$ cat config.mk
export PLATFORM = sky130hd
export DESIGN_NAME = ssc_top
export DESIGN_NICKNAME = d
export VERILOG_FILES = /design/src/ssc_pkg.sv /design/src/ssc_top.sv
export SDC_FILE = /design/constraint.sdc
export NUM_CORES = 1
export LEC_CHECK = 0
export ABC_CLOCK_PERIOD_IN_PS = 6600
export BUFFER_PORTS_ARGS = -buffer_cell sky130_fd_sc_hd__buf_4
export CORE_ASPECT_RATIO = 1.2
export CORE_MARGIN = 2
export CORE_UTILIZATION = 65
export DETAILED_ROUTE_END_ITERATION = 8
export PLACE_DENSITY = 0.85
export SLEW_MARGIN = 20
export SYNTH_ARGS = -nofsm -noshare
export SYNTH_HDL_FRONTEND = slang
export SYNTH_SLANG_ARGS = --single-unit
$ cat constraint.sdc
create_clock -name clk_i -period 6.6 [get_ports clk_i]
set_input_delay 0.33 -clock clk_i [delete_from_list [all_inputs] [get_ports clk_i]]
set_output_delay 0.33 -clock clk_i [all_outputs]
set_load 0.02 [all_outputs]
$ cat src/ssc_pkg.sv
// Package for the serial port status and control block
package ssc_pkg;
  // Register byte offsets
  localparam logic [7:0] SSC_OFF_STAT = 8'h00;
  localparam logic [7:0] SSC_OFF_DATA = 8'h04;
  localparam logic [7:0] SSC_OFF_CFG = 8'h08;
  localparam logic [7:0] SSC_OFF_IRQ_ST = 8'h0C;
  localparam logic [7:0] SSC_OFF_IRQ_MASK = 8'h10;
  // Status and control field positions
  localparam int SSC_B_EN = 15;
  localparam int SSC_B_IDLE_STOP = 13;
  localparam int SSC_B_BEC_LO = 8;
  localparam int SSC_B_SR_EMPTY = 7;
  localparam int SSC_B_ROV = 6;
  localparam int SSC_B_RX_EMPTY = 5;
  localparam int SSC_B_IRQ_MODE_LO = 2;
  localparam int SSC_B_TBF = 1;
  localparam int SSC_B_RBF = 0;
  // Configuration register field positions
  localparam int SSC_B_ENH = 0;
  localparam int SSC_B_MASTER = 1;
  localparam int SSC_B_WIDE = 2;
  // Reset values
  localparam logic [15:0] SSC_STAT_RST = 16'h0000;
  localparam logic [3:0] SSC_IRQ_RST = 4'h0;
  // Interrupt status bits
  localparam int SSC_I_BUF = 0;
  localparam int SSC_I_ROV = 1;
  localparam int SSC_I_RX = 2;
  localparam int SSC_I_TX = 3;
  // Bus responses
  localparam logic [1:0] SSC_RESP_OKAY = 2'h0;
  localparam logic [1:0] SSC_RESP_SLVERR = 2'h2;
  // Buffer interrupt modes
  typedef enum logic [2:0] {
    SSC_SEL_RX_READ_EMPTY = 3'h0,
    SSC_SEL_RX_AVAIL = 3'h1,
    SSC_SEL_RX_3Q = 3'h2,
    SSC_SEL_RX_FULL = 3'h3,
    SSC_SEL_TX_ONE_OPEN = 3'h4,
    SSC_SEL_TX_DONE = 3'h5,
    SSC_SEL_TX_EMPTY = 3'h6,
    SSC_SEL_TX_FULL = 3'h7
  } ssc_sel_type;
  // Serial pin group
  typedef struct packed {
    logic sck;
    logic sdo;
    logic ss_n;
  } ssc_pins_type;
endpackage

$ cat src/ssc_top.sv
// Serial port status/control register, buffers and serial shifter
`timescale 1ns/100ps
module ssc_top #(
  parameter int DEPTH = 8,
  parameter int CLK_DIV = 4
) (
  input wire logic clk_i,
  input wire logic sys_rst_i,
  input wire logic idle_i,
  input wire logic [7:0] awaddr_i,
  input wire logic awvalid_i,
  output logic awready_o,
  input wire logic [31:0] wdata_i,
  input wire logic [3:0] wstrb_i,
  input wire logic wvalid_i,
  output logic wready_o,
  output logic [1:0] bresp_o,
  output logic bvalid_o,
  input wire logic bready_i,
  input wire logic [7:0] araddr_i,
  input wire logic arvalid_i,
  output logic arready_o,
  output logic [31:0] rdata_o,
  output logic [1:0] rresp_o,
  output logic rvalid_o,
  input wire logic rready_i,
  input wire logic sck_i,
  input wire logic sdi_i,
  input wire logic ss_n_i,
  output ssc_pkg::ssc_pins_type pins_o,
  output logic pins_oe_o,
  output logic irq_o
);
  localparam int CW = $clog2(DEPTH + 1);
  localparam int AW = $clog2(DEPTH);
  // Saturating level to three-bit count field
  function automatic logic [2:0] cnt3(input logic [CW-1:0] n);
    cnt3 = (n > CW'(7)) ? 3'h7 : n[2:0];
  endfunction
  // Control and status state
  logic en_r, idle_stop_r, rov_r, enh_r, master_r, wide_r, busy_r;
  logic [2:0] sel_r, sck_s_r, sdi_s_r, ss_s_r;
  logic [3:0] ist_r, imask_r;
  logic [15:0] tx_mem [DEPTH];
  logic [15:0] rx_mem [DEPTH];
  logic [AW-1:0] tx_wp_r, tx_rp_r, rx_wp_r, rx_rp_r;
  logic [CW-1:0] tx_cnt_r, rx_cnt_r;
  logic [15:0] sr_r;
  logic [4:0] bits_r;
  logic [7:0] div_r, awa_r;
  logic sck_out_r, sdo_r, ss_out_r;
  logic rx_3q_prev_r, rx_avail_prev_r, tx_full_prev_r, rx_full_prev_r;
  // Bus slave state
  logic aw_r, w_r;
  logic [31:0] wd_r;
  logic [3:0] ws_r;
  // Port gating: running when enabled and not halted by idle
  wire run = en_r && !(idle_stop_r && idle_i);
  wire [4:0] nbits = wide_r ? 5'd16 : 5'd8;
  function automatic logic depth_ok(input logic [CW-1:0] n);
    depth_ok = enh_r ? (n < CW'(DEPTH)) : (n == CW'(0));
  endfunction
  wire cap = depth_ok(rx_cnt_r);
  wire tx_full = enh_r ? (tx_cnt_r == CW'(DEPTH)) : (tx_cnt_r != CW'(0));
  wire rx_full = !depth_ok(rx_cnt_r);
  // Bus write decode
  wire wr_go = aw_r && w_r && !bvalid_o;
  wire wr_stat = wr_go && awa_r == ssc_pkg::SSC_OFF_STAT;
  wire wr_data = wr_go && awa_r == ssc_pkg::SSC_OFF_DATA;
  wire wr_cfg = wr_go && awa_r == ssc_pkg::SSC_OFF_CFG;
  wire wr_ist = wr_go && awa_r == ssc_pkg::SSC_OFF_IRQ_ST;
  wire wr_msk = wr_go && awa_r == ssc_pkg::SSC_OFF_IRQ_MASK;
  wire wr_ok = wr_stat | wr_data | wr_cfg | wr_ist | wr_msk;
  wire push_tx = wr_data && !tx_full && ws_r[0];
  wire rd_go = arvalid_i && arready_o;
  wire pop_rx = rd_go && araddr_i == ssc_pkg::SSC_OFF_DATA &&
    rx_cnt_r != CW'(0);
  // Serial clock edge detection from synchronised pins
  wire sck_rise = sck_s_r[1] && !sck_s_r[2];
  wire sck_fall = !sck_s_r[1] && sck_s_r[2];
  wire sl_sel = !ss_s_r[1];
  wire div_tick = div_r == 8'(CLK_DIV - 1);
  wire m_rise = master_r && busy_r && div_tick && !sck_out_r;
  wire m_fall = master_r && busy_r && div_tick && sck_out_r;
  wire smp = run && (master_r ? m_rise : (sl_sel && sck_rise));
  wire shf = run && (master_r ? m_fall : (sl_sel && sck_fall));
  wire load = run && !busy_r && tx_cnt_r != CW'(0) &&
    (master_r || sl_sel);
  wire done = smp && bits_r == nbits - 5'd1;
  wire [15:0] sr_in = {sr_r[14:0], master_r ? sdi_s_r[1] : sdi_s_r[1]};
  wire rx_store = done && cap;
  wire rx_drop = done && !cap;
  // Status word assembly
  wire [2:0] bec = enh_r ?
    (master_r ? cnt3(tx_cnt_r) : cnt3(rx_cnt_r)) : 3'h0;
  wire sr_empty = enh_r && !busy_r;
  wire rx_empty = enh_r && rx_cnt_r == CW'(0);
  wire [15:0] stat = {en_r, 1'b0, idle_stop_r, 2'b00, bec, sr_empty,
    rov_r, rx_empty, sel_r, tx_full, rx_full};
  // Buffer event selected by the mode field
  wire rx_3q = int'(rx_cnt_r) * 4 >= 3 * DEPTH; // Full int width, no wrap
  logic buf_lvl;
  always_comb
  begin
    case (ssc_pkg::ssc_sel_type'(sel_r))
      ssc_pkg::SSC_SEL_TX_FULL: buf_lvl = tx_full && !tx_full_prev_r;
      ssc_pkg::SSC_SEL_TX_EMPTY:
        buf_lvl = load && tx_cnt_r == CW'(1);
      ssc_pkg::SSC_SEL_TX_DONE: buf_lvl = done;
      ssc_pkg::SSC_SEL_TX_ONE_OPEN: buf_lvl = load && tx_full;
      ssc_pkg::SSC_SEL_RX_FULL: buf_lvl = rx_full && !rx_full_prev_r;
      ssc_pkg::SSC_SEL_RX_3Q: buf_lvl = rx_3q && !rx_3q_prev_r;
      ssc_pkg::SSC_SEL_RX_AVAIL:
        buf_lvl = rx_cnt_r != CW'(0) && !rx_avail_prev_r;
      ssc_pkg::SSC_SEL_RX_READ_EMPTY: buf_lvl = pop_rx &&
        rx_cnt_r == CW'(1);
      default: buf_lvl = 1'b0;
    endcase
  end
  wire [3:0] ev = {load, rx_store, rov_r ? 1'b0 : rx_drop,
    buf_lvl && run};
  // Read data mux
  logic [31:0] rd_val;
  logic rd_err;
  always_comb
  begin
    rd_err = 1'b0;
    case (araddr_i)
      ssc_pkg::SSC_OFF_STAT: rd_val = {16'h0000, stat};
      ssc_pkg::SSC_OFF_DATA: rd_val = {16'h0000, rx_mem[rx_rp_r]};
      ssc_pkg::SSC_OFF_CFG: rd_val = {29'h0, wide_r, master_r, enh_r};
      ssc_pkg::SSC_OFF_IRQ_ST: rd_val = {28'h0, ist_r};
      ssc_pkg::SSC_OFF_IRQ_MASK: rd_val = {28'h0, imask_r};
      default:
      begin
        rd_val = 32'h0000_0000;
        rd_err = 1'b1;
      end
    endcase
  end
  // Pin synchronisers, two flops before use
  always_ff @(posedge clk_i)
  begin
    sck_s_r <= {sck_s_r[1:0], sck_i};
    sdi_s_r <= {sdi_s_r[1:0], sdi_i};
    ss_s_r <= {ss_s_r[1:0], ss_n_i};
  end

  // AXI4-Lite write channel
  always_ff @(posedge clk_i)
  begin
    if (sys_rst_i)
    begin
      aw_r <= 1'b0;
      w_r <= 1'b0;
      awa_r <= 8'h00;
      wd_r <= 32'h0000_0000;
      ws_r <= 4'h0;
      bvalid_o <= 1'b0;
      bresp_o <= ssc_pkg::SSC_RESP_OKAY;
    end
    else
    begin
      if (awvalid_i && awready_o)
      begin
        aw_r <= 1'b1;
        awa_r <= awaddr_i;
      end
      if (wvalid_i && wready_o)
      begin
        w_r <= 1'b1;
        wd_r <= wdata_i;
        ws_r <= wstrb_i;
      end
      if (wr_go)
      begin
        aw_r <= 1'b0;
        w_r <= 1'b0;
        bvalid_o <= 1'b1;
        bresp_o <= wr_ok ? ssc_pkg::SSC_RESP_OKAY :
          ssc_pkg::SSC_RESP_SLVERR;
      end
      else if (bready_i)
        bvalid_o <= 1'b0;
    end
  end
  assign awready_o = !aw_r && !bvalid_o;
  assign wready_o = !w_r && !bvalid_o;

  // AXI4-Lite read channel, one cycle answer
  always_ff @(posedge clk_i)
  begin
    if (sys_rst_i)
    begin
      rvalid_o <= 1'b0;
      rdata_o <= 32'h0000_0000;
      rresp_o <= ssc_pkg::SSC_RESP_OKAY;
    end
    else if (rd_go)
    begin
      rvalid_o <= 1'b1;
      rdata_o <= rd_val;
      rresp_o <= rd_err ? ssc_pkg::SSC_RESP_SLVERR :
        ssc_pkg::SSC_RESP_OKAY;
    end
    else if (rready_i)
      rvalid_o <= 1'b0;
  end
  assign arready_o = !rvalid_o;

  // Control bits, overflow flag and interrupt registers
  always_ff @(posedge clk_i)
  begin
    if (sys_rst_i)
    begin
      en_r <= 1'b0;
      idle_stop_r <= 1'b0;
      sel_r <= 3'h0;
      rov_r <= 1'b0;
      enh_r <= 1'b0;
      master_r <= 1'b0;
      wide_r <= 1'b0;
      ist_r <= ssc_pkg::SSC_IRQ_RST;
      imask_r <= ssc_pkg::SSC_IRQ_RST;
      irq_o <= 1'b0;
    end
    else
    begin
      if (wr_stat && ws_r[1])
      begin
        en_r <= wd_r[ssc_pkg::SSC_B_EN];
        idle_stop_r <= wd_r[ssc_pkg::SSC_B_IDLE_STOP];
      end
      if (wr_stat && ws_r[0])
        sel_r <= wd_r[ssc_pkg::SSC_B_IRQ_MODE_LO +: 3];
      // Overflow: hardware sets, software writes zero to clear
      if (rx_drop)
        rov_r <= 1'b1;
      else if (wr_stat && ws_r[0] && !wd_r[ssc_pkg::SSC_B_ROV])
        rov_r <= 1'b0;
      if (wr_cfg && ws_r[0])
      begin
        enh_r <= wd_r[ssc_pkg::SSC_B_ENH];
        master_r <= wd_r[ssc_pkg::SSC_B_MASTER];
        wide_r <= wd_r[ssc_pkg::SSC_B_WIDE];
      end
      // Sticky events, set wins over write-one-to-clear
      ist_r <= (ist_r & ~((wr_ist && ws_r[0]) ? wd_r[3:0] : 4'h0)) | ev;
      if (wr_msk && ws_r[0])
        imask_r <= wd_r[3:0];
      irq_o <= |(ist_r & imask_r);
    end
  end

  // Transmit and receive buffers with hardware full flags
  always_ff @(posedge clk_i)
  begin
    if (sys_rst_i || !en_r)
    begin
      tx_wp_r <= '0;
      tx_rp_r <= '0;
      tx_cnt_r <= '0;
      rx_wp_r <= '0;
      rx_rp_r <= '0;
      rx_cnt_r <= '0;
    end
    else
    begin
      if (push_tx)
      begin
        tx_mem[tx_wp_r] <= wd_r[15:0];
        tx_wp_r <= AW'((tx_wp_r + 1) % DEPTH);
      end
      if (load)
        tx_rp_r <= AW'((tx_rp_r + 1) % DEPTH);
      tx_cnt_r <= tx_cnt_r + CW'(push_tx) - CW'(load);
      if (rx_store)
      begin
        rx_mem[rx_wp_r] <= wide_r ? sr_in : {8'h00, sr_in[7:0]};
        rx_wp_r <= AW'((rx_wp_r + 1) % DEPTH);
      end
      if (pop_rx)
        rx_rp_r <= AW'((rx_rp_r + 1) % DEPTH);
      rx_cnt_r <= rx_cnt_r + CW'(rx_store) - CW'(pop_rx);
    end
  end

  // Shifter and master clock divider
  always_ff @(posedge clk_i)
  begin
    if (sys_rst_i || !en_r)
    begin
      busy_r <= 1'b0;
      bits_r <= 5'd0;
      sr_r <= 16'h0000;
      div_r <= 8'h00;
      sck_out_r <= 1'b0;
      sdo_r <= 1'b0;
      ss_out_r <= 1'b1;
    end
    else
    begin
      div_r <= (div_tick || !busy_r) ? 8'h00 : div_r + 8'h01;
      if (load)
      begin
        busy_r <= 1'b1;
        bits_r <= 5'd0;
        sr_r <= wide_r ? tx_mem[tx_rp_r] :
          {tx_mem[tx_rp_r][7:0], 8'h00};
        sdo_r <= wide_r ? tx_mem[tx_rp_r][15] : tx_mem[tx_rp_r][7];
        ss_out_r <= !master_r;
      end
      if (master_r && busy_r && div_tick)
        sck_out_r <= !sck_out_r;
      if (smp)
      begin
        sr_r <= sr_in;
        bits_r <= done ? 5'd0 : bits_r + 5'd1; // Restart after last bit
      end
      if (shf)
        sdo_r <= sr_r[15];
      // A slave frame cut short by deselect starts over
      if (!master_r && !sl_sel)
        bits_r <= 5'd0;
      if (done)
        busy_r <= 1'b0;
      if (done && master_r)
        ss_out_r <= 1'b1;
    end
  end

  // Pins driven only while the port is enabled
  always_ff @(posedge clk_i)
  begin
    if (sys_rst_i)
    begin
      pins_o <= '{sck: 1'b0, sdo: 1'b0, ss_n: 1'b1};
      pins_oe_o <= 1'b0;
    end
    else
    begin
      pins_o <= '{sck: sck_out_r, sdo: sdo_r, ss_n: ss_out_r};
      pins_oe_o <= en_r;
    end
  end

  // Edge history; follows reset levels so no false edge after reset
  always_ff @(posedge clk_i)
  begin
    rx_3q_prev_r <= rx_3q;
    rx_avail_prev_r <= rx_cnt_r != CW'(0);
    tx_full_prev_r <= tx_full;
    rx_full_prev_r <= rx_full;
  end
endmodule

==> qor.csv <==
metric,value,unit
outcome,finished clean,
cap_viol_max_count,0,
avgViaCountPerCell,6.23,
delay_of_the_slowest_cell_on_the_worst_path,0.76,ns
drive_above_1_share,19.5,%
remaining_overflow_grt,0,
synth_fa_ha_area_share,1.90,%
syn_area,15900,um^2
critical_path.most_common_cell,nand4b_1,
tns,0,ns
core_area,24000,um^2
fin_worst_skew,0.0183,ns
synth_mux_area_share,12.3,%
design.die.area,25800,um^2
mean_area_per_synthesized_cell,14.1,um^2
crit_path_max_fanout,19,
sequential_to_total_area_share_from_yosys_stat,65.9,%
place.detailed.instances,1485,
chipHeight,175,um
powerDensity,266,nW/um^2
drt_wl_total,34600,um
filler_free_cell_count_of_the_finished_design,1554,
complex_gate_fraction_of_the_synthesized_area,5.96,%
antenna_violating_nets_post_route,0,
placed_cell_area,16800,um^2
detail_route.iter0.violations,884,
setup.worst_path.start_class,flop,
final_design_area_no_fill,17900,um^2
syn-instance-count,1131,
synth-seq-cells,396,
layout_common_cells,"256 x edfxtp_1, 137 x dfxtp_1, 97 x nor2_1, 92 x buf_4, 88 x nand2_1",
dp_hpwl,22000,um
global_route_wire_length_before_repair,53400,um
clk_transition_reported_paths,0.06,ns
synth.yosys.warnings,0,
area_growth_from_synthesis_to_layout,12.4,%
clock_insertion_delay_worst_skew,0.53,ns
drc,0,
final_min_period_over_clock_period,54.4,%
p_leak,6.40,nW
crit_path_end_kind,flop,
antennaDiodeCount,0,
worstPathArrival,3.82,ns
required,6.83,ns
synth_async_sr_flop_share,0,%
cts_root_buf,clkbuf_16,
place_ws,3.01,ns
ys.flop_type,edfxtp_1,
top_level_ports,109,
detail_route.first_pass.iterations,5,
cts_made_buffers,37,
globalRouteTotalUtil,27.2,%
number_of_hold_violations_in_the_final_report,0,
setup_slack,3.01,ns
critPathKind,reg -> reg,
hold_class,in -> reg,
area_fraction_in_and_or_nand_and_nor_cells_after_synthesis,10.1,%
ys_types,65,
initial_utilization,66.4,%
clock_sink_count,396,
timing.final.crit_period,3.59,ns
via_count,9681,
timing.fmax,279,MHz
synth_xor_xnor_area_share,0.935,%
critical_path.slowest_cell,dfxtp_1,
totalPowerFinal,4.76,mW
synth_top_family_by_area,multiplexers,
grt_max_degree,74,
final_cell_utilization_of_the_core,74.7,%
die_width,147,um
grt_setup_unrepaired,false,
tritoncts_clock_tree,yes,
fp-row-count,62,
final_nets,1294,
crit_path_cell_trace,xnor2_1 -> nand4b_1 -> a211oi_2 -> nand4b_1 -> nor2_1 -> buf_4,
port-buffer-count,72,
ir_drop,0.000224,V
setup_viol,0,
grt_pass1_vias,9665,
synth-edff-count,256,
final_max_slew_viol_count,0,
tightestPinTransition,1.15,ns
gp_congestion,0.812,
hold-worst-slack,0.0458,ns
clk_path_buf_depth,3,
clock_tree.htree_level_count,2,
antenna_violations_before_repair,0,
wl_per_cell,22.3,um
timing.max_slew.rel_slack,23.4,%
mostFrequentLayoutCell,edfxtp_1,
-- area by class of cell --
cell class	instances	area, um^2
clock buffers	46	980
multi-input cells	651	5070
flip-flops and latches	396	10500
inverters	26	97.6
repair buffers	96	731
fillers	1405	6070
well taps	320	400
clock inverters	19	125
-- routing by layer --
metal	part of all wire, %	vias to the layer above	GRT usage (%)
li1	-	4365	-
met1	37	4751	34.0
met2	51	477	47.8
met3	7.2	88	3.97
met4	4.1	0	11.4
met5	0	-	0
-- report_power, final --
part	internal, mW	switching, mW
Clock	1.10	0.870
Combinational	0.0478	0.0713
Sequential	2.64	0.0305
-- worst max-delay path, delay by kind of cell, from the launching register on --
| kind | cells | cell delay, ns |
|---|---|---|
| buf+inv | 1 | 0.34 |
| simple gates | 3 | 1.36 |
| flops | 1 | 0.76 |
| compound gates | 1 | 0.62 |
| xor+xnor | 1 | 0.20 |
-- worst paths after layout --
kind              cells past startpoint           end  slack [ns]         from
setup reg to reg                      6  rx_mem[3][9]        3.01       wide_r
setup / recovery                      6  rx_mem[3][9]        3.01       wide_r
hold / removal                        3      awa_r[5]        0.05  awaddr_i[5]
hold reg to reg                       0    sdi_s_r[1]        0.32   sdi_s_r[0]
-- registers in the layout, summed over array words and instances, names as in the netlist, 3 cells and up, named ones only --
register and cells:
tx_mem 128, tx_wp_r 3, awa_r 8, rx_rp_r 3
sck_s_r 3, rx_wp_r 3, imask_r 4, ist_r 4
rx_cnt_r 4, wd_r 16, tx_rp_r 3, rdata_o 16
div_r 8, rx_mem 128, tx_cnt_r 4, bits_r 5
sr_r 16, sel_r 3, pins_o 3
-- kinds of logic (layout without fill, tap and decap cells) --
logic type	count (synthesis)	in the layout
AO/OA/AOI/OAI	155	155
XOR/XNOR	17	17
adder cells (fa/ha/maj)	23	23
buffers and inverters	101	187
flip-flops	396	396
multiplexers	114	114
other	1	18
AND/OR/NAND/NOR	324	324
-- synth_stat cells, types with 5 or more instances --
library cell	instances	area [um^2]
o21ai_0	30	150
nand3_1	16	80.1
nor2_1	97	364
xnor2_1	8	70.1
and2_1	12	75.1
nor2b_1	6	37.5
mux2_2	10	113
a211oi_1	19	143
mux2i_1	40	400
nand2_1	88	330
ha_1	21	263
dfxtp_1	140	2800
inv_1	25	93.8
nand4_1	14	87.6
buf_4	19	143
and3_1	6	37.5
a21oi_1	65	325
edfxtp_1	256	7690
clkbuf_1	39	146
buf_2	11	55.1
nand2b_1	13	81.3
mux4_2	64	1440
xor2_1	9	78.8
nand3b_1	5	37.5
a22oi_1	14	105
nor3_1	36	180
-- repair_timing --
action,in CTS,in global routing
buffers inserted,0,0
hold endpoints to repair,4,0
gates resized for setup,0,0
hold buffers,4,0
(Power assumes the default switching activity.)
